File: src/design/dpc_defines.vh
// Constants for the dual-port memory port controller
// Functional notes
// Memory access: select low, byte low, flag high
// Flag access: flag low, select or bytes high
// Selection held for whole write cycle
// Write happens during select, byte, strobe overlap
// Address changes only while write inactive
// Late select keeps device outputs off
// Strobe write lengthened when outputs enabled
// Read data valid after slowest access
// Old data held briefly after address change
// Select held long enough before write end
// Address valid early, set before write
// Write data setup before end, hold after
// Flag update pulse lasts minimum width
// Wait after flag write before verify read
// Separate competing flag writes between ports
// Flag read drives all data lines alike
// Select or bytes high through flag sequence
// Outputs released on strobe, redriven after write
// Do not drive data while outputs turn off
// Write recovery not negative
// Standby on deselect, instant power up
// Read waits port-to-port delay after opposite write
// Flag contention winner not guaranteed
// Both ports identical and independent
`ifndef DPC_DEFINES_VH
`define DPC_DEFINES_VH
`define DPC_CLK_NS 40
`define DPC_AW 13
`define DPC_DW 18
`define DPC_T_ACC_NS 25
`define DPC_T_WP_NS 20
`define DPC_T_HZ_NS 15
`define DPC_T_DW_NS 15
`define DPC_T_SOP_NS 10
`define DPC_T_SWRD_NS 5
`define DPC_T_WDD_NS 50
`define DPC_CYC(ns) (((ns) + `DPC_CLK_NS - 1) / `DPC_CLK_NS)
`define DPC_CW 3
`define DPC_SYNC_CYC 3
`endif

File: src/design/dpc_port_ctrl.v
// Host-side controller driving one port of the dual-port memory
`timescale 1ns/100ps
`include "dpc_defines.vh"
module dpc_port_ctrl (
  input wire clock_in,
  input wire rst_b_in,
  input wire req_in,
  input wire wr_in,
  input wire flag_in,
  input wire [1:0] byte_en_in,
  input wire [`DPC_AW-1:0] addr_in,
  input wire [`DPC_DW-1:0] wdata_in,
  input wire opp_write_in,
  output wire ready_out,
  output reg done_out,
  output reg [`DPC_DW-1:0] rdata_out,
  output reg [`DPC_AW-1:0] addr_out,
  output reg port_select_n_out,
  output reg upper_byte_sel_n_out,
  output reg lower_byte_sel_n_out,
  output reg flag_space_sel_n_out,
  output reg direction_strobe_out,
  output reg output_drive_en_n_out,
  output reg [`DPC_DW-1:0] data_out,
  output reg data_oe_out,
  input wire [`DPC_DW-1:0] data_in
);
  // ==================================================
  // Cycle counts
  // Reads also wait out the input synchroniser
  localparam integer I_ACC = `DPC_CYC(`DPC_T_ACC_NS) + `DPC_SYNC_CYC;
  localparam integer I_P2P = `DPC_CYC(`DPC_T_WDD_NS) + `DPC_SYNC_CYC;
  localparam integer I_HZ = `DPC_CYC(`DPC_T_HZ_NS);
  localparam integer I_WP = `DPC_CYC(`DPC_T_WP_NS);
  localparam integer I_GAP = `DPC_CYC(`DPC_T_SWRD_NS);
  localparam integer I_ONE = `DPC_CYC(1);
  localparam [`DPC_CW-1:0] C_ACC = I_ACC[`DPC_CW-1:0];
  localparam [`DPC_CW-1:0] C_P2P = I_P2P[`DPC_CW-1:0];
  localparam [`DPC_CW-1:0] C_HZ = I_HZ[`DPC_CW-1:0];
  localparam [`DPC_CW-1:0] C_WP = I_WP[`DPC_CW-1:0];
  localparam [`DPC_CW-1:0] C_GAP = I_GAP[`DPC_CW-1:0];
  localparam [`DPC_CW-1:0] C_ONE = I_ONE[`DPC_CW-1:0];

  // ==================================================
  // States
  localparam [4:0] S_IDLE = 5'h01;
  localparam [4:0] S_RD = 5'h02;
  localparam [4:0] S_WOFF = 5'h04;
  localparam [4:0] S_WR = 5'h08;
  localparam [4:0] S_END = 5'h10;
  reg [4:0] state_reg;
  reg [`DPC_CW-1:0] cnt_reg;
  reg [`DPC_DW-1:0] s1_reg, s2_reg, s3_reg;
  reg flag_reg;
  reg [`DPC_DW-1:0] wd_reg;
  reg wr_reg;
  reg sel_ps_next;
  reg sel_ub_next;
  reg sel_lb_next;
  reg sel_flag_next;
  reg done_next;
  wire take_req = ready_out & req_in;
  wire cnt_last = cnt_reg <= C_ONE;
  // Pin data counts once the last two stages agree
  wire data_ok = s2_reg == s3_reg;
  wire rd_take = (state_reg == S_RD) & cnt_last & data_ok;
  assign ready_out = state_reg == S_IDLE;

  // ==================================================
  // Data input synchroniser
  always @(posedge clock_in or negedge rst_b_in) begin
    if (!rst_b_in) begin
      s1_reg <= {`DPC_DW{1'b0}};
      s2_reg <= {`DPC_DW{1'b0}};
      s3_reg <= {`DPC_DW{1'b0}};
    end else begin
      s1_reg <= data_in;
      s2_reg <= s1_reg;
      s3_reg <= s2_reg;
    end
  end

  // ==================================================
  // Request capture
  // address moves only between accesses
  always @(posedge clock_in or negedge rst_b_in) begin
    if (!rst_b_in) begin
      addr_out <= {`DPC_AW{1'b0}};
      flag_reg <= 1'b0;
      wr_reg <= 1'b0;
      wd_reg <= {`DPC_DW{1'b0}};
    end else if (take_req) begin
      addr_out <= addr_in;
      flag_reg <= flag_in;
      wr_reg <= wr_in;
      wd_reg <= wdata_in;
    end
  end

  // ==================================================
  // Selection decode
  // memory or flag space, never both
  always @* begin
    sel_ps_next = 1'b1;
    sel_ub_next = 1'b1;
    sel_lb_next = 1'b1;
    sel_flag_next = 1'b1;
    if (flag_in) begin
      sel_flag_next = 1'b0;
    end else if (|byte_en_in) begin
      sel_ps_next = 1'b0;
      sel_ub_next = ~byte_en_in[1];
      sel_lb_next = ~byte_en_in[0];
    end
  end

  // ==================================================
  // Completion pulse
  // One cycle: read data taken, or write fully closed
  always @* begin
    done_next = 1'b0;
    case (state_reg)
      S_RD: done_next = rd_take;
      S_END: done_next = cnt_last & wr_reg;
      default: done_next = 1'b0;
    endcase
  end

  always @(posedge clock_in or negedge rst_b_in) begin
    if (!rst_b_in) begin
      done_out <= 1'b0;
    end else begin
      done_out <= done_next;
    end
  end

  // ==================================================
  // Read data capture
  // flag read samples whole bus
  always @(posedge clock_in or negedge rst_b_in) begin
    if (!rst_b_in) begin
      rdata_out <= {`DPC_DW{1'b0}};
    end else if (rd_take) begin
      rdata_out <= s3_reg;
    end
  end

  // ==================================================
  // Write data drive
  // bus stays released until the device has turned off
  // data stands before the pulse end and after it
  always @(posedge clock_in or negedge rst_b_in) begin
    if (!rst_b_in) begin
      data_out <= {`DPC_DW{1'b0}};
      data_oe_out <= 1'b0;
    end else if (state_reg == S_WOFF && cnt_last) begin
      data_out <= wd_reg;
      data_oe_out <= 1'b1;
    end else if (state_reg == S_END) begin
      data_oe_out <= 1'b0;
    end
  end

  // ==================================================
  // Access sequencer
  always @(posedge clock_in or negedge rst_b_in) begin
    if (!rst_b_in) begin
      state_reg <= S_IDLE;
      cnt_reg <= {`DPC_CW{1'b0}};
      port_select_n_out <= 1'b1;
      upper_byte_sel_n_out <= 1'b1;
      lower_byte_sel_n_out <= 1'b1;
      flag_space_sel_n_out <= 1'b1;
      direction_strobe_out <= 1'b1;
      output_drive_en_n_out <= 1'b1;
    end else begin
      case (state_reg)
        S_IDLE: begin
          if (take_req) begin
            // select memory or flags
            port_select_n_out <= sel_ps_next;
            upper_byte_sel_n_out <= sel_ub_next;
            lower_byte_sel_n_out <= sel_lb_next;
            flag_space_sel_n_out <= sel_flag_next;
            if (wr_in) begin
              // outputs off, wait turn-off time
              output_drive_en_n_out <= 1'b1;
              direction_strobe_out <= 1'b0;
              cnt_reg <= C_HZ;
              state_reg <= S_WOFF;
            end else begin
              // wait slowest access delay
              output_drive_en_n_out <= 1'b0;
              cnt_reg <= opp_write_in ? C_P2P : C_ACC;
              state_reg <= S_RD;
            end
          end
        end
        S_RD: begin
          if (rd_take) begin
            // Read closes: outputs off, port deselected
            output_drive_en_n_out <= 1'b1;
            port_select_n_out <= 1'b1;
            upper_byte_sel_n_out <= 1'b1;
            lower_byte_sel_n_out <= 1'b1;
            flag_space_sel_n_out <= 1'b1;
            cnt_reg <= C_ONE;
            state_reg <= S_END;
          end else if (!cnt_last) begin
            cnt_reg <= cnt_reg - C_ONE;
          end
        end
        S_WOFF: begin
          if (cnt_last) begin
            cnt_reg <= C_WP;
            state_reg <= S_WR;
          end else begin
            cnt_reg <= cnt_reg - C_ONE;
          end
        end
        S_WR: begin
          if (cnt_last) begin
            // pulse ends, selects held
            direction_strobe_out <= 1'b1;
            // flag write keeps a gap
            cnt_reg <= flag_reg ? C_GAP : C_ONE;
            state_reg <= S_END;
          end else begin
            cnt_reg <= cnt_reg - C_ONE;
          end
        end
        S_END: begin
          // selects drop after strobe
          port_select_n_out <= 1'b1;
          upper_byte_sel_n_out <= 1'b1;
          lower_byte_sel_n_out <= 1'b1;
          flag_space_sel_n_out <= 1'b1;
          if (cnt_last) begin
            state_reg <= S_IDLE;
          end else begin
            cnt_reg <= cnt_reg - C_ONE;
          end
        end
        default: state_reg <= S_IDLE;
      endcase
    end
  end
endmodule

File: config.mk
export PLATFORM = sky130hd
export DESIGN_NAME = dpc_port_ctrl
export DESIGN_NICKNAME = d
export VERILOG_FILES = /design/src/design/dpc_port_ctrl.v
export VERILOG_INCLUDE_DIRS = /design/src /design/src/design
export SDC_FILE = /design/constraint.sdc
export NUM_CORES = 1
export LEC_CHECK = 0
export BUFFER_PORTS_ARGS = -buffer_cell sky130_fd_sc_hd__buf_2
export CORE_ASPECT_RATIO = 1.5
export CORE_MARGIN = 2
export CORE_UTILIZATION = 58
export CTS_CLUSTER_SIZE = 12
export DETAILED_ROUTE_END_ITERATION = 10
export MAX_ROUTING_LAYER = met4
export PLACE_DENSITY = 0.87
export SYNTH_ARGS = -nofsm -noshare
export SYNTH_HDL_FRONTEND = slang
export SYNTH_SLANG_ARGS = --single-unit
File: constraint.sdc
create_clock -name clock_in -period 6.05 [get_ports clock_in]
set_input_delay 0.9075 -clock clock_in [delete_from_list [all_inputs] [get_ports clock_in]]
set_output_delay 0.9075 -clock clock_in [all_outputs]
set_load 0.1 [all_outputs]
==> results of run 1 <==
==> kinds of logic after synthesis <==
family          after synthesis
compound gates               35
xor+xnor                     21
fa+ha+maj                     3
buf+inv                      25
flops                       138
mux                          37
simple gates                145
==> how the worst max path moves through the flow <==
stage | startpoint | endpoint | slack [ns] | depth (start not counted)
finish | state_reg[4]$_DFFE_PN0P_ | ready_out | 3.05 | 3
detailed placement | cnt_reg[1]$_DFFE_PN0P_ | rdata_out[3]$_DFFE_PN0P_ | 3.26 | 7
CTS | state_reg[4]$_DFFE_PN0P_ | ready_out | 3.05 | 3
global placement | state_reg[4]$_DFFE_PN0P_ | rdata_out[17]$_DFFE_PN0P_ | 3.33 | 4
global route | state_reg[4]$_DFFE_PN0P_ | ready_out | 2.88 | 3
floorplan | state_reg[4]$_DFFE_PN0P_ | ready_out | 3.39 | 3
==> power by group <==
part	switching (mW)	total, mW	internal (mW)
logic	1.35	1.67	0.320
registers	0.155	1.32	1.16
clock network	0.387	1.09	0.704
==> cell type report <==
class / count / area share [%]
Timing Repair Buffer: 117 / 9.319
Clock buffer: 19 / 6.887
Sequential cell: 138 / 53.83
Inverter: 8 / 0.4669
Tap cell: 110 / 2.140
Multi-Input combinational cell: 241 / 24.46
Clock inverter: 12 / 2.899
==> cell usage in the layout, fill, tap and decap left out, drive strengths merged, types with 2 or more instances in the layout <==
master	netlist	final
dfrtp	131	131
buf	7	117
nand2	99	99
mux2	36	36
clkbuf	10	19
xor2	18	18
nor2	18	18
inv	7	12
o21ai	7	7
dfstp	7	7
a21oi	6	6
nor4	5	5
nor3	4	4
a211oi	4	4
bufinv	0	4
or3	4	4
nand4	3	3
xnor2	3	3
a221oi	3	3
ha	3	3
clkinvlp	0	3
nand3	2	2
a21o	2	2
nor2b	2	2
a31oi	2	2
o211ai	2	2
and2	2	2
==> metal layers <==
layer / vias to the layer above / global-route usage (%) / share of wire (%)
met3: 26 / 6.212 / 5.0
li1: 1596 / - / -
met4: 0 / 11.02 / 2.6
met1: 1704 / 29.99 / 38
met2: 119 / 39.57 / 54
met5: - / - / 0
==> stage by stage <==
step / worst slack (ns) / area (um2) / cells / total power [mW]
2_1_floorplan: 3.394 / 5151 / 404 / 2.664
6_report: 3.047 / 6431 / 645 / 4.074
4_1_cts: 3.052 / 6431 / 645 / 4.095
3_5_place_dp: 3.258 / 5802 / 614 / 2.979
3_3_place_gp: 3.331 / 5802 / 614 / 2.932
5_1_grt: 2.877 / 6431 / 645 / 4.247
==> summary.md, run 1 <==
| Metric | Value |
|---|---|
| Status | `completed` |
| FF-to-FF path depth | `7` |
| Ports | `115` |
| Clock Latency Late Sink | `0.42 ns` |
| Routed Antenna Nets | `0` |
| Synth Area in XOR/XNOR | `3.571%` |
| R2r startpoint | `cnt_reg[1]$_DFFE_PN0P_` |
| HPWL reported at the end of detailed placement | `7030 um` |
| Max-slew violations | `0` |
| Maximum vdd ir drop | `502.3 uV` |
| Post-Synth Simple-Gate Area | `12.27%` |
| WP buf/inv | `1` |
| CP required | `5.14 ns` |
| Die footprint | `0.009666 mm2` |
| Setup TNS | `0 ns` |
| Port buffer count | `114` |
| Placement row count | `42` |
| Top-count cell post-synth | `dfrtp_1` |
| Async SR Flop Fraction | `100.0%` |
| Post-CTS Setup Inserts | `0` |
| Worst Path Arrival | `2.10 ns` |
| ANT cells | `0` |
| Total GRT Usage | `24.92%` |
| Tmin final | `3.003 ns` |
| Number of distinct library cells after synthesis | `49` |
| Drt first pass iters | `4` |
| Mux share of post-synthesis cell area | `9.230%` |
| Seq/Total Area, Yosys | `67.21%` |
| Yosys reg bits | `138` |
| Max Clk Rate | `333.0 MHz` |
| Die height | `119.4 um` |
| Worst reg2reg endpoint | `rdata_out[16]$_DFFE_PN0P_` |
| Synth Area in Adders | `0.7287%` |
| Worst reg2reg setup slack | `3.23 ns` |
| Avg WL per Cell | `16.54 um` |
| Combinational family with the most area after synthesis | `simple AND/OR/NAND/NOR gates` |
| Final period util | `49.64%` |
| Synth area leader | `dfrtp_1` |
| CTS Root Cell | `clkbuf_16` |
| Initial antenna violation count | `0` |
| Critical path cell sequence | `nor4_1, and2_1, buf_2` |
| CP Launch Type | `flop` |
| Cell family with most CP delay | `simple AND/OR/NAND/NOR gates` |
| Syn Std Cell Area | `0.005151 mm2` |
| Clock sink count | `138` |
| Endpoints failing setup | `0` |
| Vias per cell | `5.341` |
| CP max stage cell | `dfrtp_1` |
| FF/Latch Area | `0.003462 mm2` |
| Yosys top cell area share | `63.64%` |
| Final hold slack | `0.3455 ns` |
| Fill count | `594` |
| Critical path type | `flop to output port` |
| Share of cells above drive strength 1 | `36.64%` |
| Worst hold path depth | `0` |
| Compound-Gate Fraction of Synth Area | `4.736%` |
| Worst Tran Pin Value | `1.228 ns` |
| LEAKAGE | `3.370 nW` |
| Final Core Density | `73.72%` |
| HP Start | `s1_reg[9]$_DFF_PN0_` |
| Area of the multi-input gates | `0.001573 mm2` |
| Type of the worst min-delay path | `flop to flop` |
| Post-Syn Nets | `464` |
| Starting Density | `59.05%` |
| Post-CTS Resized | `0` |
| Largest net degree at the start of global routing | `90` |
| PD cells | `633.5 mW/mm2` |
| Post-synth EDFFs | `0` |
| DRC | `0` |
| Yosys synthesis warning count | `0` |
| Clock Path Buffers | `2` |
| Vias post-DR | `3445` |
| Vias in the first global route | `3567` |
| Area grow syn2layout | `24.85%` |
| First DRT Iteration DRCs | `238` |
| CTS tree | `yes` |
| H-tree lvl count | `4` |
| Core Region | `0.008723 mm2` |
| Final net count | `583` |
| First-pass GRT wire length | `17280 um` |
| RSZ-0062 raised after global routing | `false` |
| Most used DFF post-synth | `dfrtp_1` |
| Top post-synthesis cells by area | `dfrtp_1 64%, nand2_1 7.2%, mux2_4 4.7%, mux2_2 4.4%, dfstp_2 3.6%` |
| Mean Syn Cell Area | `12.75 um2` |
| Worst-path clk slew | `0.06 ns` |
| Hold Violations, Final | `0` |
| CP peak stage delay | `0.52 ns` |
| Cts hold-fix bufs | `0` |
| Gpl congestion | `0.8208` |
| # Max-Cap Violations | `0` |
| Hold Path End | `s2_reg[9]$_DFF_PN0_` |
| WL final | `10670 um` |
| Post-synthesis instance total | `404` |
| Total CTS buffers | `17` |
| Gr ovfl total | `0` |
| Crit end category | `output port` |
| CP max FO | `12` |
| DIE WIDTH | `80.95 um` |
| Worst relative slew slack | `18.12%` |
| Most frequent cells after synthesis | `131 x dfrtp_1, 99 x nand2_1, 20 x mux2_2` |
| Clk_skew | `0.01038 ns` |
Note: power is estimated with default switching activity, not from simulation.
==> inputs of run 2 (changes only) <==
Settings changed: CORE_UTILIZATION 58 to 48, PLACE_DENSITY 0.87 to 0.77.
Clock period 6.05 ns to 2.5 ns, I/O delays scaled along.
==> summary.md, run 2 (synthesis gave the netlist of run 1 again) <==
| Metric | Value |
|---|---|
| WL final | `10440 um` |
| Max Clk Rate | `425.6 MHz` |
| Commonest non-fill, non-tap cells in the layout | `131 x dfrtp_1, 112 x buf_2, 99 x nand2_1` |
| Type of the worst min-delay path | `input pin to flop` |
| DP Area | `0.005972 mm2` |
| Post-CTS Setup Inserts | `0` |
| PD cells | `1447 mW/mm2` |
| HPWL reported at the end of detailed placement | `7305 um` |
| CP required | `2.79 ns` |
| Total CTS buffers | `17` |
| Clock sink count | `138` |
| Vias per cell | `4.926` |
| Total GRT Usage | `19.98%` |
| Max-slew violations | `0` |
| Vias in the first global route | `3471` |
| LEAKAGE | `3.404 nW` |
| Maximum vdd ir drop | `1153 uV` |
| Ports | `115` |
| DIE WIDTH | `88.59 um` |
| Worst-path clk slew | `0.06 ns` |
| Starting Density | `48.91%` |
| CTS Root Cell | `clkbuf_16` |
| Final Core Density | `61.91%` |
| Tmin final | `2.350 ns` |
| Share of cells above drive strength 1 | `38.07%` |
| Worst relative slew slack | `56.16%` |
| DRC | `0` |
| Vias post-DR | `3414` |
| Die footprint | `0.01159 mm2` |
| Die height | `130.9 um` |
| Drt first pass iters | `4` |
| Placement row count | `46` |
| H-tree lvl count | `4` |
| Gr ovfl total | `0` |
| Core Region | `0.01053 mm2` |
| Critical path type | `flop to flop` |
| Initial antenna violation count | `0` |
| First-pass GRT wire length | `16810 um` |
| Clock Path Buffers | `2` |
| Commonest non-fill, non-tap cell in the layout | `dfrtp_1` |
| ANT cells | `0` |
| First DRT Iteration DRCs | `135` |
| Final net count | `596` |
| Clock Latency Late Sink | `0.41 ns` |
| Avg WL per Cell | `15.06 um` |
| Worst Tran Pin Value | `0.6525 ns` |
| Clk_skew | `0.008314 ns` |
| Crit end category | `flop` |
| Area grow syn2layout | `26.60%` |
| CTS tree | `yes` |
| CP Launch Type | `flop` |
| Largest net degree at the start of global routing | `59` |
| Port buffer count | `114` |
| CP max FO | `18` |
| Final period util | `93.98%` |
| # Max-Cap Violations | `0` |
| Endpoints failing setup | `0` |
| Status | `completed` |
| RSZ-0062 raised after global routing | `false` |
| Setup TNS | `0 ns` |
| Hold Violations, Final | `0` |
| Gpl congestion | `0.9373` |
| Worst Path Arrival | `2.64 ns` |
| Routed Antenna Nets | `0` |
| Post-route cell area | `0.006521 mm2` |
-- run 2: final timing paths --
kind / slack [ns] / start / endpoint / cells past startpoint
setup / recovery: 0.15 / s3_reg[6]$_DFF_PN0_ / rdata_out[7]$_DFFE_PN0P_ / 7
hold / removal: 0.07 / data_in[13] / s1_reg[13]$_DFF_PN0_ / 1
setup reg to reg: 0.15 / s3_reg[6]$_DFF_PN0_ / rdata_out[7]$_DFFE_PN0P_ / 7
hold reg to reg: 0.35 / s1_reg[12]$_DFF_PN0_ / s2_reg[12]$_DFF_PN0_ / 0
max in group asynchronous: 1.42 / rst_b_in / direction_strobe_out$_DFFE_PN1P_ / 3
min in group asynchronous: 0.40 / rst_b_in / s2_reg[16]$_DFF_PN0_ / 2
-- run 2: final cells by class --
cell class                      count  area [um2]
Clock inverter                     13       97.59
Inverter                            8       30.03
Multi-Input combinational cell    241        1579
Clock buffer                       19       432.9
Timing Repair Buffer              130       739.5
Sequential cell                   138        3462
Tap cell                          144       180.2
Fill cell                         827        4011
-- run 2: worst max-delay path, stage by stage (launching register included) --
cell and delay, ns:
dfrtp_1 0.38, xor2_1 0.16, nor4_1 0.37, buf_4 0.17, nand4_1 0.16, or3_1 0.46
buf_12 0.21, mux2_4 0.31
-- run 2: timing repair --
action                     in CTS  in global routing
hold endpoints to repair       19                  0
hold buffers                    1                  0
setup endpoints to repair       1                  1
resized for setup               1                  1
-- run 2: stage by stage --
| stage | hold slack, ns | std cells | power (mW) | setup WS, ns |
|---|---|---|---|---|
| 2_1_floorplan | 0.07941 | 404 | 6.446 | 0.3209 |
| 6_report | 0.07044 | 693 | 9.434 | 0.1504 |
| 3_5_place_dp | 0.2539 | 660 | 7.277 | 0.1682 |
| 3_3_place_gp | 0.2519 | 660 | 7.151 | 0.2243 |
| 5_1_grt | 0.04836 | 693 | 9.897 | 0.05014 |
| 4_1_cts | 0.05020 | 693 | 9.505 | 0.08948 |
-- run 2: metal layers --
layer / share of wire [%] / vias to the layer above / global-route usage (%)
met5: 0 / - / -
met4: 2.7 / 0 / 9.537
met3: 3.9 / 25 / 5.214
met2: 54 / 92 / 32.15
met1: 39 / 1681 / 23.27
li1: - / 1616 / -
-- run 2: where the power goes --
group / internal [mW] / switching, mW
Sequential: 2.81 / 0.315
Combinational: 0.843 / 3.27
Clock: 1.27 / 0.919
Total: 4.93 / 4.51
